### src/fsp_pkg.sv
// Purpose: Shared constants and types of the four-mode serial port.
// Assumes: One 40 MHz core clock; registers reached over a plain port.
// Notes:   Offsets and divider figures are named here once.

package fsp_pkg;

  // ----------------------------------------------------------------
  // Register map.
  // ----------------------------------------------------------------
  localparam logic [1:0] ADDR_CTRL = 2'h0;  // Serial port control.
  localparam logic [1:0] ADDR_DATA = 2'h1;  // Serial data buffer.
  localparam logic [1:0] ADDR_PWR  = 2'h2;  // Power control.
  localparam logic [7:0] CTRL_RESET = 8'h00;
  localparam int         PWR_DOUBLE_POS = 7;

  // ----------------------------------------------------------------
  // Timing.
  // ----------------------------------------------------------------
  // Shift-register mode clock is core clock over 12, held per half period.
  localparam logic [3:0] M0_HALF_LAST = 4'h5;
  // Fixed-rate oversampling tick: 64/16 = 4 cycles, or 32/16 = 2 cycles.
  localparam logic [1:0] FIX_DIV_NORM = 2'h3;
  localparam logic [1:0] FIX_DIV_FAST = 2'h1;
  localparam logic [3:0] OVS_LAST = 4'hf;  // 16 ticks per bit.
  localparam logic [3:0] OVS_MID  = 4'h7;  // Sample point in a bit.

  // ----------------------------------------------------------------
  // Frame shape.
  // ----------------------------------------------------------------
  localparam logic [2:0] M0_LAST_BIT  = 3'h7;
  localparam logic [3:0] TX_LAST_8    = 4'h9;  // Index of stop bit, 10 bits.
  localparam logic [3:0] TX_LAST_9    = 4'ha;  // Index of stop bit, 11 bits.
  localparam logic [3:0] RX_LAST_SHIFT = 4'h8;
  localparam logic [3:0] RX_DONE_8    = 4'h8;
  localparam logic [3:0] RX_DONE_9    = 4'h9;

  // ----------------------------------------------------------------
  // Types.
  // ----------------------------------------------------------------
  typedef struct packed {
    logic mode_select_high;
    logic mode_select_low;
    logic multiprocessor_filter;
    logic receive_enable;
    logic transmit_ninth_bit;
    logic receive_ninth_bit;
    logic transmit_done_flag;
    logic receive_done_flag;
  } fsp_ctrl_s;

  typedef struct packed {
    logic [1:0] addr;
    logic [7:0] wdata;
    logic       wr;
    logic       rd;
  } fsp_req_s;

  typedef enum logic [2:0] {TX_IDLE = 3'b001, TX_WAIT = 3'b010, TX_SEND = 3'b100} fsp_tx_e;
  typedef enum logic [2:0] {RX_IDLE = 3'b001, RX_START = 3'b010, RX_DATA = 3'b100} fsp_rx_e;
  typedef enum logic [1:0] {M0_IDLE = 2'b01, M0_SHIFT = 2'b10} fsp_m0_e;

endpackage

### src/fsp_serial_port.sv
// Purpose: Four-mode full-duplex serial port with control and data registers.
// Assumes: Timer overflow pulses arrive on the core clock; rxd is a pin.
// Notes:   Receive pin is two-way in shift-register mode; oe low drives it.
//
// Behaviour
// 8-bit async, filter on: bad stop suppresses flag.
// 9-bit, filter on: ninth bit 0 suppresses flag.
// Receive only while receive enable set.
// 9-bit modes send transmit ninth bit.
// Receive ninth bit holds ninth or stop bit.
// Transmit flag set at eighth bit or stop.
// Receive flag set at eighth bit or mid-stop.
// Mode 0 is shift register, clock on txd.
// Mode 0 write sends eight bits LSB first.
// Mode 0 receive starts when enabled, flag clear.
// 8-bit frame: start, eight data, stop.
// Variable modes clock from timer overflow pulses.
// 8-bit write loads stop bit as ninth.
// Async receive starts on falling edge.
// Final shift stores byte only if allowed.
// Mode 2 rate is clock over 64 or 32.
// 9-bit frame holds eleven bits.
// 9-bit transmit waits for next baud tick.
// 9-bit receive stores byte and ninth bit.
// Mode 3 is mode 2 with timer rate.
// Data address writes transmit, reads receive.
// Receiver is double buffered.
// Start bit must still be low mid-bit.
// Software clears flags before next frame.

`timescale 1ns/1ps

module fsp_serial_port (
  // Clock and reset.
  input  wire logic              clk,
  input  wire logic              resetn,
  // Register port.
  input  wire fsp_pkg::fsp_req_s req,
  output logic [7:0]             rd_data,
  // Baud sources for the variable-rate modes.
  input  wire logic              tx_timer_ovf,
  input  wire logic              rx_timer_ovf,
  // Serial pins.
  input  wire logic              rxd_in,
  output logic                   rxd_out,
  output logic                   rxd_oe_n,
  output logic                   txd
);

  // ----------------------------------------------------------------
  // Declarations.
  // ----------------------------------------------------------------
  fsp_pkg::fsp_ctrl_s ctrl_q;
  fsp_pkg::fsp_tx_e   tx_st_q;
  fsp_pkg::fsp_rx_e   rx_st_q;
  fsp_pkg::fsp_m0_e   m0_st_q;
  logic        baud_double_q;
  logic [7:0]  rx_buf_q, rd_data_q;
  logic        rxd_m_q, rxd_s_q, rxd_p_q;
  logic [1:0]  fix_pre_q;
  logic        tx_half_q, rx_half_q;
  logic [3:0]  tx_ovs_q, rx_ph_q, tx_idx_q, rx_idx_q;
  logic [10:0] tx_sh_q;
  logic        tx_line_q, txd_q;
  logic [8:0]  rx_sh_q;
  logic [3:0]  m0_div_q;
  logic        m0_hi_q, m0_rx_q, m0_clk_q, rxd_out_q, rxd_oe_n_q;
  logic [2:0]  m0_cnt_q;
  logic [7:0]  m0_sh_q;
  logic        mode0, mode1, nine, fix_tick, tx_tick, rx_tick, tx_bit_tick;
  logic        wr_ctrl, wr_data, m0_half, m0_tx_go, m0_rx_go, m0_end;
  logic        a_ti_set, rx_mid, rx_done, rx_b9, ri_set, ti_set, rb8_d;
  logic [7:0]  rx_data, ri_data;
  logic [3:0]  tx_last;

  // ----------------------------------------------------------------
  // Mode decode and register strobes.
  // ----------------------------------------------------------------
  // Mode select bits pick shift register, 8-bit or 9-bit framing.
  assign mode0 = !ctrl_q.mode_select_high && !ctrl_q.mode_select_low;
  assign mode1 = !ctrl_q.mode_select_high && ctrl_q.mode_select_low;
  assign nine  = ctrl_q.mode_select_high;
  assign wr_ctrl = req.wr && (req.addr == fsp_pkg::ADDR_CTRL);
  assign wr_data = req.wr && (req.addr == fsp_pkg::ADDR_DATA);

  // ----------------------------------------------------------------
  // Baud ticks.
  // ----------------------------------------------------------------
  // Fixed prescaler gives 16 ticks per bit at clock over 64 or 32.
  always_ff @(posedge clk or negedge resetn) begin
    if (!resetn) begin
      fix_pre_q <= 2'h0;
    end else if (fix_pre_q == 2'h0) begin
      fix_pre_q <= baud_double_q ? fsp_pkg::FIX_DIV_FAST : fsp_pkg::FIX_DIV_NORM;
    end else begin
      fix_pre_q <= fix_pre_q - 2'h1;
    end
  end
  assign fix_tick = (fix_pre_q == 2'h0);

  // Without rate doubling only every second overflow counts.
  always_ff @(posedge clk or negedge resetn) begin
    if (!resetn) begin
      tx_half_q <= 1'b0;
      rx_half_q <= 1'b0;
    end else begin
      tx_half_q <= tx_half_q ^ tx_timer_ovf;
      rx_half_q <= rx_half_q ^ rx_timer_ovf;
    end
  end

  // Variable modes take each direction's tick from its own timer.
  assign tx_tick = mode1 || (nine && ctrl_q.mode_select_low) ?
                   tx_timer_ovf && (baud_double_q || tx_half_q) : fix_tick;
  assign rx_tick = mode1 || (nine && ctrl_q.mode_select_low) ?
                   rx_timer_ovf && (baud_double_q || rx_half_q) : fix_tick;

  // Free-running transmit bit counter marks valid bit boundaries.
  always_ff @(posedge clk or negedge resetn) begin
    if (!resetn) begin
      tx_ovs_q <= 4'h0;
    end else if (tx_tick) begin
      tx_ovs_q <= tx_ovs_q + 4'h1;
    end
  end
  assign tx_bit_tick = tx_tick && (tx_ovs_q == fsp_pkg::OVS_LAST);

  // ----------------------------------------------------------------
  // Pin synchroniser.
  // ----------------------------------------------------------------
  // Two flops, then a third stage for the falling-edge compare.
  always_ff @(posedge clk or negedge resetn) begin
    if (!resetn) begin
      rxd_m_q <= 1'b1;
      rxd_s_q <= 1'b1;
      rxd_p_q <= 1'b1;
    end else begin
      rxd_m_q <= rxd_in;
      rxd_s_q <= rxd_m_q;
      rxd_p_q <= rxd_s_q;
    end
  end

  // ----------------------------------------------------------------
  // Asynchronous transmitter.
  // ----------------------------------------------------------------
  // Stop index is 9 for 10-bit frames, 10 for 11-bit frames.
  assign tx_last  = nine ? fsp_pkg::TX_LAST_9 : fsp_pkg::TX_LAST_8;
  assign a_ti_set = (tx_st_q == fsp_pkg::TX_SEND) && tx_bit_tick
                    && (tx_idx_q + 4'h1 == tx_last);

  // Frame is start, data LSB first, ninth slot, stop; sent from bit 0.
  always_ff @(posedge clk or negedge resetn) begin
    if (!resetn) begin
      tx_st_q   <= fsp_pkg::TX_IDLE;
      tx_sh_q   <= '1;
      tx_idx_q  <= 4'h0;
      tx_line_q <= 1'b1;
    end else if (wr_data && !mode0) begin
      tx_sh_q <= {1'b1, nine ? ctrl_q.transmit_ninth_bit : 1'b1, req.wdata, 1'b0};
      tx_st_q <= fsp_pkg::TX_WAIT;
    end else begin
      case (tx_st_q)
        fsp_pkg::TX_WAIT: begin
          if (tx_bit_tick) begin
            tx_line_q <= tx_sh_q[0];
            tx_sh_q   <= {1'b1, tx_sh_q[10:1]};
            tx_idx_q  <= 4'h0;
            tx_st_q   <= fsp_pkg::TX_SEND;
          end
        end
        fsp_pkg::TX_SEND: begin
          if (tx_bit_tick) begin
            if (tx_idx_q == tx_last) begin
              tx_st_q <= fsp_pkg::TX_IDLE;
            end else begin
              tx_line_q <= tx_sh_q[0];
              tx_sh_q   <= {1'b1, tx_sh_q[10:1]};
              tx_idx_q  <= tx_idx_q + 4'h1;
            end
          end
        end
        default: begin
          tx_line_q <= 1'b1;
        end
      endcase
    end
  end

  // ----------------------------------------------------------------
  // Asynchronous receiver.
  // ----------------------------------------------------------------
  // Completion is mid stop bit; 8-bit mode captures the stop live.
  assign rx_mid  = rx_tick && (rx_ph_q == fsp_pkg::OVS_MID);
  assign rx_done = (rx_st_q == fsp_pkg::RX_DATA) && rx_mid
                   && (rx_idx_q == (nine ? fsp_pkg::RX_DONE_9 : fsp_pkg::RX_DONE_8));
  assign rx_data = nine ? rx_sh_q[7:0] : rx_sh_q[8:1];
  assign rx_b9   = nine ? rx_sh_q[8] : rxd_s_q;

  // Shift register is separate from the buffer, so reads overlap frames.
  always_ff @(posedge clk or negedge resetn) begin
    if (!resetn) begin
      rx_st_q  <= fsp_pkg::RX_IDLE;
      rx_ph_q  <= 4'h0;
      rx_idx_q <= 4'h0;
      rx_sh_q  <= 9'h000;
    end else if (!ctrl_q.receive_enable || mode0) begin
      rx_st_q <= fsp_pkg::RX_IDLE;
    end else begin
      if (rx_tick) begin
        rx_ph_q <= rx_ph_q + 4'h1;
      end
      case (rx_st_q)
        fsp_pkg::RX_IDLE: begin
          if (rxd_p_q && !rxd_s_q) begin
            rx_ph_q <= 4'h0;
            rx_st_q <= fsp_pkg::RX_START;
          end
        end
        fsp_pkg::RX_START: begin
          if (rx_mid) begin
            rx_idx_q <= 4'h0;
            rx_st_q  <= rxd_s_q ? fsp_pkg::RX_IDLE : fsp_pkg::RX_DATA;
          end
        end
        fsp_pkg::RX_DATA: begin
          if (rx_mid) begin
            if (rx_idx_q <= fsp_pkg::RX_LAST_SHIFT) begin
              rx_sh_q <= {rxd_s_q, rx_sh_q[8:1]};
            end
            rx_idx_q <= rx_idx_q + 4'h1;
            if (rx_done) begin
              rx_st_q <= fsp_pkg::RX_IDLE;
            end
          end
        end
        default: begin
          rx_st_q <= fsp_pkg::RX_IDLE;
        end
      endcase
    end
  end

  // ----------------------------------------------------------------
  // Shift-register mode engine.
  // ----------------------------------------------------------------
  assign m0_half  = (m0_div_q == fsp_pkg::M0_HALF_LAST);
  assign m0_tx_go = mode0 && wr_data;
  assign m0_rx_go = mode0 && (m0_st_q == fsp_pkg::M0_IDLE) && !wr_data
                    && ctrl_q.receive_enable && !ctrl_q.receive_done_flag;
  assign m0_end   = (m0_st_q == fsp_pkg::M0_SHIFT) && m0_half && m0_hi_q
                    && (m0_cnt_q == fsp_pkg::M0_LAST_BIT);

  // Clock low half drives data, rising edge samples, eighth high ends it.
  always_ff @(posedge clk or negedge resetn) begin
    if (!resetn) begin
      m0_st_q    <= fsp_pkg::M0_IDLE;
      m0_div_q   <= 4'h0;
      m0_hi_q    <= 1'b0;
      m0_rx_q    <= 1'b0;
      m0_cnt_q   <= 3'h0;
      m0_sh_q    <= 8'h00;
      m0_clk_q   <= 1'b1;
      rxd_out_q  <= 1'b1;
      rxd_oe_n_q <= 1'b1;
    end else if (m0_tx_go || m0_rx_go) begin
      m0_st_q    <= fsp_pkg::M0_SHIFT;
      m0_div_q   <= 4'h0;
      m0_hi_q    <= 1'b0;
      m0_rx_q    <= m0_rx_go;
      m0_cnt_q   <= 3'h0;
      m0_sh_q    <= req.wdata;
      m0_clk_q   <= 1'b0;
      rxd_out_q  <= req.wdata[0];
      rxd_oe_n_q <= m0_rx_go;
    end else if (m0_st_q == fsp_pkg::M0_SHIFT) begin
      m0_div_q <= m0_half ? 4'h0 : m0_div_q + 4'h1;
      if (!mode0 || m0_end) begin
        m0_st_q    <= fsp_pkg::M0_IDLE;
        m0_clk_q   <= 1'b1;
        rxd_oe_n_q <= 1'b1;
      end else if (m0_half && !m0_hi_q) begin
        m0_sh_q  <= {rxd_s_q, m0_sh_q[7:1]};
        m0_hi_q  <= 1'b1;
        m0_clk_q <= 1'b1;
      end else if (m0_half) begin
        m0_hi_q   <= 1'b0;
        m0_clk_q  <= 1'b0;
        m0_cnt_q  <= m0_cnt_q + 3'h1;
        rxd_out_q <= m0_sh_q[0];
      end
    end
  end

  // ----------------------------------------------------------------
  // Flag set terms.
  // ----------------------------------------------------------------
  // A frame lands only with the flag clear and, in the async modes, the filter satisfied.
  assign ti_set  = a_ti_set || (m0_end && !m0_rx_q);
  assign ri_set  = (m0_end && m0_rx_q && !ctrl_q.receive_done_flag)
                   || (rx_done && !ctrl_q.receive_done_flag
                       && (!ctrl_q.multiprocessor_filter || rx_b9));
  assign ri_data = m0_end ? m0_sh_q : rx_data;
  assign rb8_d   = m0_end ? ctrl_q.receive_ninth_bit : rx_b9;

  // ----------------------------------------------------------------
  // Registers.
  // ----------------------------------------------------------------
  // Hardware sets win over a software write in the same cycle.
  always_ff @(posedge clk or negedge resetn) begin
    if (!resetn) begin
      ctrl_q        <= fsp_pkg::CTRL_RESET;
      baud_double_q <= 1'b0;
      rx_buf_q      <= 8'h00;
    end else begin
      if (wr_ctrl) begin
        ctrl_q <= req.wdata;
      end
      if (req.wr && (req.addr == fsp_pkg::ADDR_PWR)) begin
        baud_double_q <= req.wdata[fsp_pkg::PWR_DOUBLE_POS];
      end
      if (ti_set) begin
        ctrl_q.transmit_done_flag <= 1'b1;
      end
      if (ri_set) begin
        ctrl_q.receive_done_flag <= 1'b1;
        ctrl_q.receive_ninth_bit <= rb8_d;
        rx_buf_q                 <= ri_data;
      end
    end
  end

  // Read data stands the cycle after the strobe; unmapped reads zero.
  always_ff @(posedge clk or negedge resetn) begin
    if (!resetn) begin
      rd_data_q <= 8'h00;
    end else if (!req.rd) begin
      rd_data_q <= 8'h00;
    end else if (req.addr == fsp_pkg::ADDR_CTRL) begin
      rd_data_q <= ctrl_q;
    end else if (req.addr == fsp_pkg::ADDR_DATA) begin
      rd_data_q <= rx_buf_q;
    end else if (req.addr == fsp_pkg::ADDR_PWR) begin
      rd_data_q <= {baud_double_q, 7'h00};
    end else begin
      rd_data_q <= 8'h00;
    end
  end

  // Transmit pin carries the shift clock in mode 0, else the frame.
  always_ff @(posedge clk or negedge resetn) begin
    if (!resetn) begin
      txd_q <= 1'b1;
    end else begin
      txd_q <= mode0 ? m0_clk_q : tx_line_q;
    end
  end

  assign rd_data  = rd_data_q;
  assign rxd_out  = rxd_out_q;
  assign rxd_oe_n = rxd_oe_n_q;
  assign txd      = txd_q;
endmodule // fsp_serial_port

### config.mk
export PLATFORM = sky130hd
export DESIGN_NAME = fsp_serial_port
export DESIGN_NICKNAME = d
export VERILOG_FILES = /design/src/fsp_pkg.sv /design/src/fsp_serial_port.sv
export SDC_FILE = /design/constraint.sdc
export NUM_CORES = 1
export LEC_CHECK = 0
export ABC_CLOCK_PERIOD_IN_PS = 4350
export BUFFER_PORTS_ARGS = -buffer_cell sky130_fd_sc_hd__buf_4
export CORE_MARGIN = 8
export CORE_UTILIZATION = 57
export DETAILED_ROUTE_END_ITERATION = 8
export GPL_TIMING_DRIVEN = 0
export PLACE_DENSITY_LB_ADDON = 0.15
export SYNTH_ARGS = -nofsm -noshare
export SYNTH_HDL_FRONTEND = slang
export SYNTH_SLANG_ARGS = --single-unit
### constraint.sdc
create_clock -name clk -period 4.35 [get_ports clk]
set_input_delay 0 -clock clk [delete_from_list [all_inputs] [get_ports clk]]
set_output_delay 0 -clock clk [all_outputs]
set_load 0.1 [all_outputs]
======== Yosys cells after proc, flatten, opt, wreduce, memory -nomap -nowiden ========
Index checks and enable logic that the tools add are counted.
W data, S select, Z words.
word-level totals
  register bits ........................... 98
  bits of input ports ..................... 17
  output and inout port bits .............. 11
  logic and storage cells ................. 237
operators by class
  add/sub/neg operators ................... 7
  order comparisons ....................... 1
  eq/ne operators ......................... 32
  multiplexer cells ....................... 82
  bitwise operators ....................... 4
  reduce and logical (&&, ||, !) cells .... 75
operators by type and width
  cell                   number
  $mux W8                10
  $mux W3                16
  $mux W11               4
  $mux W4                11
  $logic_and A1 B1 Y1    30
  $mux W1                29
  $reduce_and A4 Y1      7
  $pmux W11 S2           1
  $add A4 B1 Y4 const B  5
  $ne A2 B2 Y1 const B   8
  $pmux W4 S2            2
  $reduce_bool A2 Y1     8
  $eq A4 B4 Y1           3
  $mux W2                6
  $ne A3 B3 Y1 const B   4
  $logic_not A1 Y1       10
  $eq A3 B3 Y1 const B   3
  $logic_or A1 B1 Y1     9
  $ne A3 B2 Y1 const B   3
  $pmux W3 S3            1
  $eq A4 B3 Y1 const B   2
  $eq A3 B2 Y1 const B   2
  $pmux W3 S2            1
  $reduce_and A2 Y1      3
  16 further kinds       23

======== Longest topological paths before layout ========
Gate-level depths: netlist (run 1).
  depth after elaboration ................. 12
  mapped depth ............................ 8
  gate-level depth less buffers ........... 7

======== Worst setup path after synthesis (run 1) ========
No wires, ideal clock.
  kind .................................... register to register
  from .................................... reg ctrl_q[6] in the netlist's numbering
  to ...................................... reg tx_idx_q[3]
  library setup time ...................... 0.124 ns
  data arrival time ....................... 1.873 ns
  required time ........................... 4.226 ns
  setup slack ............................. 2.353 ns
  cell stages (with the launch flop) ...... 8
  path buffers ............................ 2
  period minus slack after synthesis ...... 1.997 ns
  path through ............................ dfrtp_1 > buf_6 > or3_1 > buf_6 > a2111oi_4 > and3_4 > nand2_2 > a211o_1
between the ends
  word-level cells in the longest chain between the ends .. 6
  elaborated cells on any way between the ends .. 13
  classes of those cells .................. 2 x eq/ne; 1 x mux; 1 x bitwise; 9 x reduce/logical
ends and longest elaborated chain
  item                                                         RTL line                                        RTL
  start, declared                                              fsp_serial_port.sv:53                           fsp_pkg::fsp_ctrl_s ctrl_q;
  start signal, assigned                                       fsp_serial_port.sv:312                          ctrl_q <= fsp_pkg::CTRL_RESET;
  start signal, assigned                                       fsp_serial_port.sv:317                          ctrl_q <= req.wdata;
  $logic_and A1 B1 Y1, or another cell as far along            fsp_serial_port.sv:81                           assign mode1 = !ctrl_q.mode_select_high && ctrl_q.mode_select_low;
  $logic_or A1 B1 Y1 or $logic_and A1 B1 Y1 (tied branches)    fsp_serial_port.sv:113, fsp_serial_port.sv:80
  $mux W1 or $logic_not A1 Y1 (tied branches)                  fsp_serial_port.sv:113, fsp_serial_port.sv:159
  $logic_and A1 B1 Y1 (on tied branches)                       fsp_serial_port.sv:126, fsp_serial_port.sv:159
  $ne A2 B2 Y1 (no source line) or $not A1 Y1 (tied branches)  --
  $reduce_and A5 Y1 (no source line) *                         --
  end signal, assigned                                         fsp_serial_port.sv:179                          tx_idx_q <= tx_idx_q + 4'h1;
  end, declared                                                fsp_serial_port.sv:62                           logic [3:0] tx_ovs_q, rx_ph_q, tx_idx_q, rx_idx_q;
Mark *: on every way between the ends. The rest lies on a longest branch, timed or not.
A chain may end at the register's enable or synchronous reset.

======== Final worst setup path (run 1) ========
  from .................................... reg m0_div_q[1]
  to ...................................... reg rx_buf_q[7]
between the ends
  word-level cells in the longest chain between the ends .. 7
  elaborated cells on any way between the ends .. 8
  classes of those cells .................. 1 x eq/ne; 1 x mux; 6 x reduce/logical
ends and longest elaborated chain
  item                                 RTL line                RTL
  start, declared                      fsp_serial_port.sv:66   logic [3:0] m0_div_q;
  start signal, assigned               fsp_serial_port.sv:277  m0_div_q <= m0_half ? 4'h0 : m0_div_q + 4'h1;
  $eq A4 B3 Y1 *                       fsp_serial_port.sv:247  assign m0_half = (m0_div_q == fsp_pkg::M0_HALF_LAST);
  $logic_and A1 B1 Y1 * (2 in series)  fsp_serial_port.sv:251  assign m0_end = (m0_st_q == fsp_pkg::M0_SHIFT) && m0_half && m0_hi_q
  $logic_and A1 B1 Y1 *                fsp_serial_port.sv:252  && (m0_cnt_q == fsp_pkg::M0_LAST_BIT);
  $logic_and A1 B1 Y1 (2 in series)    fsp_serial_port.sv:300  assign ri_set = (m0_end && m0_rx_q && !ctrl_q.receive_done_flag)
  $logic_or A1 B1 Y1                   fsp_serial_port.sv:301  || (rx_done && !ctrl_q.receive_done_flag
  end signal, assigned                 fsp_serial_port.sv:328  rx_buf_q <= ri_data;
  end, declared                        fsp_serial_port.sv:58   logic [7:0] rx_buf_q, rd_data_q;
Marked as above.

==> reports/summary.txt, run 1 <==
=================================================================================================
First-pass GRT wire length                                                               18040 µm
Min-Delay Path Class                                                                 input port to flip-flop
Peak fanout along the critical path                                                            10
Post-CTS Setup Repair Bufs                                                                      0
Routed length per instance                                                               16.45 µm
Most common cell after layout, fill and taps aside                                   sky130_fd_sc_hd__dfrtp_1
Share of synthesized area occupied by flip-flops and latches                               0.4983
Number of buffers added on ports                                                               27
Hold Vio Cnt, Final                                                                             0
Transition time at the pin with the least slew margin                                     1191 ps
Area occupied by multi-input gates                                                       2326 µm²
Async set-reset flop share out of synthesis                                                 1.000
Post-route worst hold slack                                                              16.26 ps
Flops & latches, synth                                                                         97
Power per standard cell area                                                         455.0 nW/µm²
Final Skew                                                                               14.31 ps
Detailed-placement wirelength estimate                                                    7436 µm
Pin count of the biggest net entering global routing                                           98
Post-synthesis area per instance                                                        10.39 µm²
Fin crit share                                                                             0.5496
Post-route ant nets                                                                             0
Register cell area after layout                                                          2454 µm²
Required time at the endpoint of the critical path                                        4610 ps
Worst-skew pair later-pin latency                                                          370 ps
Number of detailed-route iterations in the first pass                                           4
DRC marker count from the first detailed-route iteration                                      151
Yosys warning total                                                                             0
Std cell rows                                                                                  34
Outcome                                                                                 completed
Final worst path period need                                                              2391 ps
TritonCTS clock tree                                                                          yes
Syn-to-layout area delta                                                                   13.24%
Crit path cell chain                                                                 inv_1, ha_1, nand3b_1, nor3_2, clkbuf_1, o21ai_0, mux2_2
Syn Inst Count                                                                                474
Area enclosed by the die boundary                                                       11870 µm²
Number of antenna violations at the first check in global routing                               0
I/O pin count                                                                                  28
Core Region                                                                              8551 µm²
Endpoint kind of the worst setup timing path                                            flip-flop
Via count normalized by instance count                                                      5.738
Peak supply drop                                                                      0.0003051 V
Floorplan die width                                                                      108.9 µm
Final total negative setup slack                                                             0 ps
Total overflow reported by the global router                                                    0
Final estimated routing congestion in global placement                                     0.8155
Slowest cell on the critical path                                                    sky130_fd_sc_hd__nor3_2
Number of filler cells placed in the layout                                                   718
NumNets Final                                                                                 551
Count of flip-flops with a built-in enable after synthesis                                      0
Via count of the first global-routing pass                                                   3714
Final count of pins violating max slew                                                          0
DRC errors left                                                                                 0
Total via count after detailed routing                                                       3661
Number of antenna repair diodes                                                                 0
Bufs on Longest Clock Path                                                                      2
Total wire length after detailed routing                                                 10500 µm
Root Driver                                                                          sky130_fd_sc_hd__clkbuf_8
TritonCTS buffer count                                                                          9
Worst setup SP type                                                                     flip-flop
Main synth FF type                                                                   sky130_fd_sc_hd__dfrtp_1
Standby leakage power                                                                 0.002498 µW
CTS HTree Levels                                                                                3
Max stage delay on crit path                                                               530 ps
Commonest non-fill, non-tap cells in the layout                                      sky130_fd_sc_hd__dfrtp_1, sky130_fd_sc_hd__nand2_1, sky130_fd_sc_hd__nor2_1
Share of post-route cells with drive strength above 1                                      0.2170
CTS clk-pin slew, worst paths                                                              100 ps
Number of maximum-capacitance violations                                                        0
Effective utilization at floorplan                                                         0.5758
Number of distinct library cell variants in the gate-level netlist after synthesis             59
RSZ-0062 raised after global routing                                                           no
Clock sink count                                                                               97
Type of the worst setup path                                                         flip-flop to flip-flop
Mapped cell area                                                                         4923 µm²
Family with the most delay on the worst path                                         simple AND/OR/NAND/NOR gates
Achievable clock frequency                                                             0.4183 GHz
Synthesized netlist net count                                                                 500
Global router's overall resource usage                                                     0.1921
Crit path DAT                                                                             2650 ps
Die Y                                                                                    108.9 µm
Number of setup violations in the final report                                                  0
Buffering stage count on the worst path with inverters included                                 2
Worst max-slew margin expressed relative to the limit                                      0.2060
=================================================================================================
flip-flops by register name (all words and copies together) (netlist names), 7 cells and up:
register  cells
rd_data       8
rx_buf_q      8
rx_sh_q       9
ctrl_q        7
tx_sh_q      10
m0_sh_q       8
through the flow:
step	worst slack [ps]	cell area [µm²]	util	std cells	power [µW]
2_1_floorplan	2353	4923	-	474	1793
3_3_place_gp	2043	5261	0.6153	609	1949
3_5_place_dp	1967	5261	0.6153	609	1980
4_1_cts	1951	5575	0.6520	638	2558
5_1_grt	1759	5575	0.6520	638	2692
6_report	1959	5575	0.6520	638	2537
Yosys cell counts (3+ instances only):
cell | count | area, µm²
sky130_fd_sc_hd__nand3b_1 | 9 | 67.56
sky130_fd_sc_hd__xnor2_1 | 4 | 35.03
sky130_fd_sc_hd__o21ai_0 | 34 | 170.2
sky130_fd_sc_hd__mux2_2 | 25 | 281.5
sky130_fd_sc_hd__xor2_1 | 8 | 70.07
sky130_fd_sc_hd__nand2_1 | 55 | 206.5
sky130_fd_sc_hd__dfstp_2 | 21 | 551.8
sky130_fd_sc_hd__nand2b_1 | 10 | 62.56
sky130_fd_sc_hd__buf_6 | 3 | 33.78
sky130_fd_sc_hd__a21o_1 | 4 | 30.03
sky130_fd_sc_hd__a21oi_1 | 27 | 135.1
sky130_fd_sc_hd__inv_1 | 12 | 45.04
sky130_fd_sc_hd__o211ai_1 | 5 | 37.54
sky130_fd_sc_hd__nand4_1 | 4 | 25.02
sky130_fd_sc_hd__nor2_1 | 44 | 165.2
sky130_fd_sc_hd__or4_1 | 3 | 22.52
sky130_fd_sc_hd__nor2b_1 | 4 | 25.02
sky130_fd_sc_hd__a22o_1 | 4 | 35.03
sky130_fd_sc_hd__clkbuf_1 | 10 | 37.54
sky130_fd_sc_hd__nand3_1 | 4 | 20.02
sky130_fd_sc_hd__dfrtp_1 | 76 | 1902
sky130_fd_sc_hd__nor3_1 | 12 | 60.06
sky130_fd_sc_hd__a31oi_1 | 6 | 37.54
sky130_fd_sc_hd__nor3b_1 | 3 | 22.52
sky130_fd_sc_hd__mux2i_1 | 29 | 290.3
sky130_fd_sc_hd__a211o_1 | 4 | 35.03
sky130_fd_sc_hd__ha_1 | 9 | 112.6
final timing paths:
path,from,end,slack [ps],cells past startpoint
setup / recovery,m0_div_q[1]$_DFFE_PN0P_,rx_buf_q[7]$_DFFE_PN0P_,1960,7
hold / removal,req[1],baud_double_q$_DFFE_PN0P_,20,3
setup reg to reg,m0_div_q[1]$_DFFE_PN0P_,rx_buf_q[7]$_DFFE_PN0P_,1960,7
hold reg to reg,rxd_m_q$_DFF_PN1_,rxd_s_q$_DFF_PN1_,370,0
max in group asynchronous,resetn,m0_sh_q[2]$_DFFE_PN0P_,3180,2
min in group asynchronous,resetn,rx_idx_q[1]$_DFFE_PN0P_,410,2
power breakdown:
group,internal (µW),total (µW),switching (µW)
Combinational,252,667,416
Clock,218,560,342
Sequential,1150,1310,163
logic make-up after synthesis:
family | count (synthesis) | share of synthesized area
adders and majority gates | 9 | 0.02287
AOI/OAI and AO/OA | 103 | 0.1395
buffers and inverters | 30 | 0.02922
DFF | 97 | 0.4983
muxes | 54 | 0.1161
and+or+nand+nor | 169 | 0.1726
xor gates and xnor gates | 12 | 0.02135
worst min-delay path, cell delays in order:
cell and delay (ps):
sky130_fd_sc_hd__buf_4 130, sky130_fd_sc_hd__nand3b_1 80, sky130_fd_sc_hd__mux2_2 150
area by class of cell:
cell class                 count  share of cell area
sequential                    97              0.4401
multi-input combinational    347              0.4172
timing repair buffer          40             0.05969
tap                          108             0.02424
clock buffer                   9             0.02222
buffer                        18             0.01773
clock inverter                 7             0.01077
inverter                      12            0.008079
routing by layer:
| metal | part of all wire | wire (µm) | track usage |
|---|---|---|---|
| met5 | 0 | 0 | 0 |
| met3 | 0.037 | 384 | 0.03783 |
| met2 | 0.49 | 5145 | 0.3219 |
| met4 | 0.018 | 191 | 0.06452 |
| met1 | 0.45 | 4774 | 0.2436 |
repair_timing:
action                                 4_1_cts  5_1_grt
endpoints found under the hold margin      101        0
hold buffers                                13        0
gates resized for setup                      0        0
(Power assumes the default switching activity.)
==> run 2, diff against run 1 <==
--- a/config.mk
+++ b/config.mk
@@ -5,10 +5,10 @@
 export SDC_FILE = /design/constraint.sdc
 export NUM_CORES = 1
 export LEC_CHECK = 0
-export ABC_CLOCK_PERIOD_IN_PS = 4350
+export ABC_CLOCK_PERIOD_IN_PS = 2150
 export BUFFER_PORTS_ARGS = -buffer_cell sky130_fd_sc_hd__buf_4
 export CORE_MARGIN = 8
-export CORE_UTILIZATION = 57
+export CORE_UTILIZATION = 55
 export DETAILED_ROUTE_END_ITERATION = 8
 export GPL_TIMING_DRIVEN = 0
 export PLACE_DENSITY_LB_ADDON = 0.15
==> constraint.sdc (replaced) <==
create_clock -name clk -period 2.15 [get_ports clk]
set_input_delay 0 -clock clk [delete_from_list [all_inputs] [get_ports clk]]
set_output_delay 0 -clock clk [all_outputs]
set_load 0.1 [all_outputs]
==> run 2 against run 1 <==
Compared with the run above: combinational power rose by 110%; total power rose by 110%; setup slack got worse by 1900 ps; cell count rose by 2.5%; register-to-register slack got worse by 1900 ps; sequential power rose by 100%; first-iteration DRC count rose by 28%; global-route usage fell by 1.2 points; fmax rose by 12%; sequential cell count did not move; worst hold slack improved by 19 ps; critical path type unchanged; design area rose by 5.8%.
==> reports/summary.txt, run 2 (synthesis results as in run 1) <==
==================================================================================
Outcome                                                                  completed
Number of antenna repair diodes                                                  0
Final critical-path setup slack                                           24.30 ps
Min-Delay Path Class                                                  input port to flip-flop
DRC errors left                                                                  0
Final count of pins violating max slew                                           0
Pin count of the biggest net entering global routing                            98
Slowest cell on the critical path                                     sky130_fd_sc_hd__dfrtp_1
CTS clk-pin slew, worst paths                                                90 ps
Crit path DAT                                                              2370 ps
Number of buffers added on ports                                                27
Share of total power in the clock network                                    0.246
Switching pwr                                                              1844 µW
Worst slack at placement                                                 -220.4 ps
Std cell rows                                                                   34
NumNets Final                                                                  567
Bufs on Longest Clock Path                                                       2
Via count of the first global-routing pass                                    3820
Detailed-placement wirelength estimate                                     7464 µm
Die Y                                                                     110.6 µm
Root Driver                                                           sky130_fd_sc_hd__clkbuf_8
Total wire length after detailed routing                                  10980 µm
Sequential group share of total power                                        0.492
Hold Vio Cnt, Final                                                              0
Final worst path period need                                               2126 ps
Endpoint kind of the worst setup timing path                             flip-flop
Part of the total power dissipated in combinational logic                    0.262
Routed length per instance                                                16.78 µm
Count of cells along the worst hold path                                         3
Worst path depth                                                                 8
Transition time at the pin with the least slew margin                      1202 ps
I/O pin count                                                                   28
Core Region                                                               8721 µm²
Power per standard cell area                                          922.9 nW/µm²
Clock sink count                                                                97
Most common cell after layout, fill and taps aside                    sky130_fd_sc_hd__dfrtp_1
Peak supply drop                                                       0.0008561 V
Fin crit share                                                              0.9887
Via count normalized by instance count                                       5.781
Commonest non-fill, non-tap cells in the layout                       sky130_fd_sc_hd__dfrtp_1, sky130_fd_sc_hd__nand2_1, sky130_fd_sc_hd__nor2_1
Final Skew                                                                8.601 ps
Biggest registers after layout                                        tx_sh_q (10), rx_sh_q (9)
Internal portion of total power                                            3600 µW
Total via count after detailed routing                                        3781
Most flops, register                                                       tx_sh_q
Peak fanout along the critical path                                             10
Syn-to-layout area delta                                                    19.82%
Path depth of the worst reg2reg path                                             8
Worst-skew pair later-pin latency                                           360 ps
CP dominant cell by count                                             sky130_fd_sc_hd__buf_4
Floorplan die width                                                       110.6 µm
Share of post-route cells with drive strength above 1                       0.2766
Number of setup violations in the final report                                   0
Cell Count, Final, Fillers Out                                                 654
Type of the worst setup path                                          flip-flop to flip-flop
Area enclosed by the die boundary                                        12240 µm²
Global router's overall resource usage                                      0.1805
RSZ-0062 raised after global routing                                           yes
Max stage delay on crit path                                                400 ps
Total overflow reported by the global router                                     0
DP Cell Count                                                                  609
First-pass GRT wire length                                                18510 µm
Achievable clock frequency                                              0.4704 GHz
Share of the core filled with cells                                         0.6765
Post-route ant nets                                                              0
Worst max-slew margin expressed relative to the limit                       0.1985
TritonCTS buffer count                                                           9
Number of maximum-capacitance violations                                         0
Effective utilization at floorplan                                          0.5646
Final estimated routing congestion in global placement                      0.8640
Crit path cell chain                                                  buf_6, xor2_1, nor4b_2, buf_4, nand4_1, a21oi_4, buf_4, mux2_2
Family with the most delay on the worst path                          buffers and inverters
Worst setup SP type                                                      flip-flop
Standby leakage power                                                  0.002655 µW
Number of antenna violations at the first check in global routing                0
Required time at the endpoint of the critical path                         2390 ps
Number of detailed-route iterations in the first pass                            5
Buffering stage count on the worst path with inverters included                  3
Flip-flop count of the largest register, all copies and words added             10
TritonCTS clock tree                                                           yes
CTS HTree Levels                                                                 3
DRC marker count from the first detailed-route iteration                       194
Fraction of power spent switching nets                                      0.3387
==================================================================================
-- run 2: cell types whose count changed in the layout (fill, tap and decap cells not counted), sizes merged --
cell	delta
clkinvlp	-1
bufinv	+2
clkbuf	+4
inv	-4
buf	+15
-- run 2: cell type report --
class                      instances  area, µm²
buffer                            16      88.84
clock buffer                      12      155.1
clock inverter                     4      75.07
fill                             693       2821
inverter                          12      45.04
multi-input combinational        347       2462
sequential                        97       2455
tap                              108      135.1
timing repair buffer              58      483.0
-- run 2: repair_timing --
item	4_1_cts	5_1_grt
hold buffers	13	0
gates cloned	0	1
endpoints found under the hold margin	100	0
setup endpoints to repair	31	41
buffers inserted	9	8
gates resized for setup	8	39
pin swaps	8	22
-- run 2: stage by stage --
| stage | setup TNS (ps) | area [µm²] | hold slack [ps] | total power (µW) |
|---|---|---|---|---|
| 2_1_floorplan | 0 | 4923 | -295.6 | 3627 |
| 3_3_place_gp | -1931 | 5261 | 109.3 | 3943 |
| 3_5_place_dp | -2699 | 5261 | 110.8 | 4007 |
| 4_1_cts | 0 | 5725 | 19.69 | 5413 |
| 5_1_grt | -364.6 | 5899 | 47.30 | 5768 |
| 6_report | 0 | 5899 | 35.22 | 5444 |
-- run 2: layer usage --
metal	part of all wire	global-route usage	up-vias
met4	0.012	0.05315	0
met1	0.46	0.2337	1900
met3	0.025	0.02273	10
met5	0	0	-
li1	-	-	1807
met2	0.50	0.3072	64
-- run 2: worst reg2reg max path: cells and delay by family (launching register included) --
kind | cells | cell delay [ps]
AOI/OAI and AO/OA | 1 | 230
xor gates and xnor gates | 1 | 160
buffers and inverters | 3 | 470
DFF | 1 | 400
muxes | 1 | 320
and+or+nand+nor | 2 | 430
-- run 2: power groups by stage --
stage               combinational [µW]  sequential, µW  clock [µW]
finish                            1430            2680        1340
global route                      1590            2740        1440
CTS                               1390            2650        1380
detailed placement                1330            2680           0
global placement                  1280            2660           0
floorplan                          793            2830           0
-- run 2: final timing paths --
check	start	end	slack [ps]
setup / recovery	nine$_DFFE_PN0P_	rx_buf_q[7]$_DFFE_PN0P_	20
hold / removal	req[1]	baud_double_q$_DFFE_PN0P_	40
setup reg to reg	nine$_DFFE_PN0P_	rx_buf_q[7]$_DFFE_PN0P_	20
hold reg to reg	rxd_m_q$_DFF_PN1_	rxd_s_q$_DFF_PN1_	360
max in group asynchronous	resetn	ctrl_q[6]$_DFFE_PN0P_	870
min in group asynchronous	resetn	rx_idx_q[1]$_DFFE_PN0P_	400
==> run 3, diff against run 2 <==
--- a/config.mk
+++ b/config.mk
@@ -5,7 +5,7 @@
 export SDC_FILE = /design/constraint.sdc
 export NUM_CORES = 1
 export LEC_CHECK = 0
-export ABC_CLOCK_PERIOD_IN_PS = 2150
+export ABC_CLOCK_PERIOD_IN_PS = 1900
 export BUFFER_PORTS_ARGS = -buffer_cell sky130_fd_sc_hd__buf_4
 export CORE_MARGIN = 8
 export CORE_UTILIZATION = 55
==> constraint.sdc (replaced) <==
create_clock -name clk -period 1.9 [get_ports clk]
set_input_delay 0 -clock clk [delete_from_list [all_inputs] [get_ports clk]]
set_output_delay 0 -clock clk [all_outputs]
set_load 0.1 [all_outputs]
==> run 3 against run 2 <==
Compared with the run above: the run now ends with negative setup slack left; sequential cell count is the same; fmax grew 2.3%; clock power shrank 3%; cell count grew 3.1%; core utilization grew 3.4 points; via count grew 3.0%; setup slack lost 200 ps; critical path type unchanged; critical endpoint is now tx_idx_q[3]$_DFFE_PN0P_; highest routed layer unchanged.
==> reports/summary.txt, run 3 (synthesis results as in run 1) <==
==================================================================================
Syn-to-layout area delta                                                    25.77%
FF-to-FF setup slack                                                       -180 ps
CTS HTree Levels                                                                 3
Clock sink count                                                                97
Post-route worst hold slack                                               21.97 ps
I/O pin count                                                                   28
Crit path cell chain                                                  buf_4, buf_4, or3b_4, a21oi_1, or4_1, clkbuf_1, nor2_1, a211o_1
Bufs on Longest Clock Path                                                       2
TritonCTS buffer count                                                           9
Crit path DAT                                                              2340 ps
DRC marker count from the first detailed-route iteration                       162
Most flops, register                                                       tx_sh_q
Number of antenna repair diodes                                                  0
Post-layout instance area                                                 6192 µm²
Std cell rows                                                                   34
Final Skew                                                                12.38 ps
Required time at the endpoint of the critical path                         2170 ps
Number of antenna violations at the first check in global routing                0
DRC errors left                                                                  0
Pin count of the biggest net entering global routing                            98
Family with the most delay on the worst path                          simple AND/OR/NAND/NOR gates
Total via count after detailed routing                                        3896
Total wire length after detailed routing                                  11830 µm
Post-route ant nets                                                              0
Type of the worst setup path                                          flip-flop to flip-flop
Post-DP Area                                                              5323 µm²
Number of filler cells placed in the layout                                    640
Flip-flop count of the largest register, all copies and words added             10
Most common cell after layout, fill and taps aside                    sky130_fd_sc_hd__dfrtp_1
Commonest non-fill, non-tap cells in the layout                       sky130_fd_sc_hd__dfrtp_1, sky130_fd_sc_hd__buf_4, sky130_fd_sc_hd__nand2_1
Worst max-slew margin expressed relative to the limit                       0.1891
Root Driver                                                           sky130_fd_sc_hd__clkbuf_8
Final worst path period need                                               2077 ps
First-pass GRT wire length                                                18890 µm
Routed length per instance                                                17.54 µm
Failing checks                                                        negative setup slack
Achievable clock frequency                                              0.4814 GHz
Via count of the first global-routing pass                                    3914
Share of post-route cells with drive strength above 1                       0.3304
TritonCTS clock tree                                                           yes
Slowest cell on the critical path                                     sky130_fd_sc_hd__dfrtp_1
Number of detailed-route iterations in the first pass                            4
Core Region                                                               8721 µm²
Min-Delay Path Class                                                  input port to flip-flop
Die Y                                                                     110.6 µm
Worst-skew pair later-pin latency                                           370 ps
Floorplan die width                                                       110.6 µm
Transition time at the pin with the least slew margin                      1216 ps
Buffering stage count on the worst path with inverters included                  3
Max stage delay on crit path                                                400 ps
Number of buffers added on ports                                                27
Area occupied by multi-input gates                                        2618 µm²
NumNets Final                                                                  587
Power per standard cell area                                          999.8 nW/µm²
Peak supply drop                                                       0.0007523 V
Global router's overall resource usage                                      0.1863
Share of the core filled with cells                                         0.7100
Worst slack at placement                                                 -407.0 ps
Via count normalized by instance count                                       5.780
Fin crit share                                                               1.093
Peak fanout along the critical path                                              6
Endpoint kind of the worst setup timing path                             flip-flop
Final critical-path setup slack                                          -177.2 ps
Total overflow reported by the global router                                     0
Worst setup SP type                                                      flip-flop
CP dominant cell by count                                             sky130_fd_sc_hd__buf_4
Biggest registers after layout                                        tx_sh_q (10), rx_sh_q (9)
Effective utilization at floorplan                                          0.5646
Number of setup violations in the final report                                  37
Detailed-placement wirelength estimate                                     7377 µm
Final estimated routing congestion in global placement                      0.8692
Final total negative setup slack                                          -3494 ps
Area enclosed by the die boundary                                        12240 µm²
Register cell area after layout                                           2454 µm²
Final count of pins violating max slew                                           0
Number of maximum-capacitance violations                                         0
CTS clk-pin slew, worst paths                                               100 ps
RSZ-0062 raised after global routing                                           yes
Hold Vio Cnt, Final                                                              0
Outcome                                                               complete, but fails checks
Standby leakage power                                                  0.002773 µW
==================================================================================
## run 3: cell types whose count changed in the layout (fill, tap and decap cells not counted), sizes merged
cell,previous run,this run
buf,50,70
bufinv,2,0
clkbuf,23,21
clkinv,0,4
clkinvlp,2,0
inv,12,13
nand3,5,6
## run 3: layout make-up
type	count	area share
Buffer	15	0.01455
Clock buffer	11	0.02445
Clock inverter	5	0.006264
Inverter	12	0.007274
Multi-Input combinational cell	348	0.4227
Sequential cell	97	0.3962
Tap cell	108	0.02182
Timing Repair Buffer	78	0.1067
## run 3: report_power, final
group / switching [µW] / internal (µW) / total (µW)
Combinational: 1080 / 761 / 1840
Clock: 744 / 556 / 1300
Sequential: 419 / 2630 / 3050
Total: 2240 / 3950 / 6190
## run 3: worst min-delay path: stages
cell and delay [ps]:
sky130_fd_sc_hd__buf_4 130, sky130_fd_sc_hd__nand3b_1 80, sky130_fd_sc_hd__mux2_2 140
## run 3: worst paths after layout
check / from / end / cells after the start
worst max-delay path: nine$_DFFE_PN0P_ / tx_idx_q[3]$_DFFE_PN0P_ / 8
worst min-delay path: req[1] / baud_double_q$_DFFE_PN0P_ / 3
worst max register to register: nine$_DFFE_PN0P_ / tx_idx_q[3]$_DFFE_PN0P_ / 8
worst min register to register: rxd_m_q$_DFF_PN1_ / rxd_s_q$_DFF_PN1_ / 0
max in group asynchronous: resetn / m0_sh_q[7]$_DFFE_PN0P_ / 2
min in group asynchronous: resetn / rx_idx_q[1]$_DFFE_PN0P_ / 2
## run 3: timing repair
action	CTS	global route
buffers inserted	21	18
gates cloned	3	0
gates resized for setup	33	31
endpoints found under the setup margin	64	58
pin swaps	18	24
endpoints found under the hold margin	103	0
hold buffers	13	0
## run 3: layer usage
layer / vias up / GRT usage / routed length, µm
met2: 83 / 0.3132 / 5904
li1: 1863 / - / -
met1: 1928 / 0.2322 / 5252
met4: 0 / 0.07297 / 288
met5: - / 0 / 0
met3: 22 / 0.03247 / 380
## run 3: metrics by stage
step           power, µW  std cells
2_1_floorplan       4132        474
3_3_place_gp        4493        609
3_5_place_dp        4563        609
4_1_cts             6012        661
5_1_grt             6516        674
6_report            6191        674
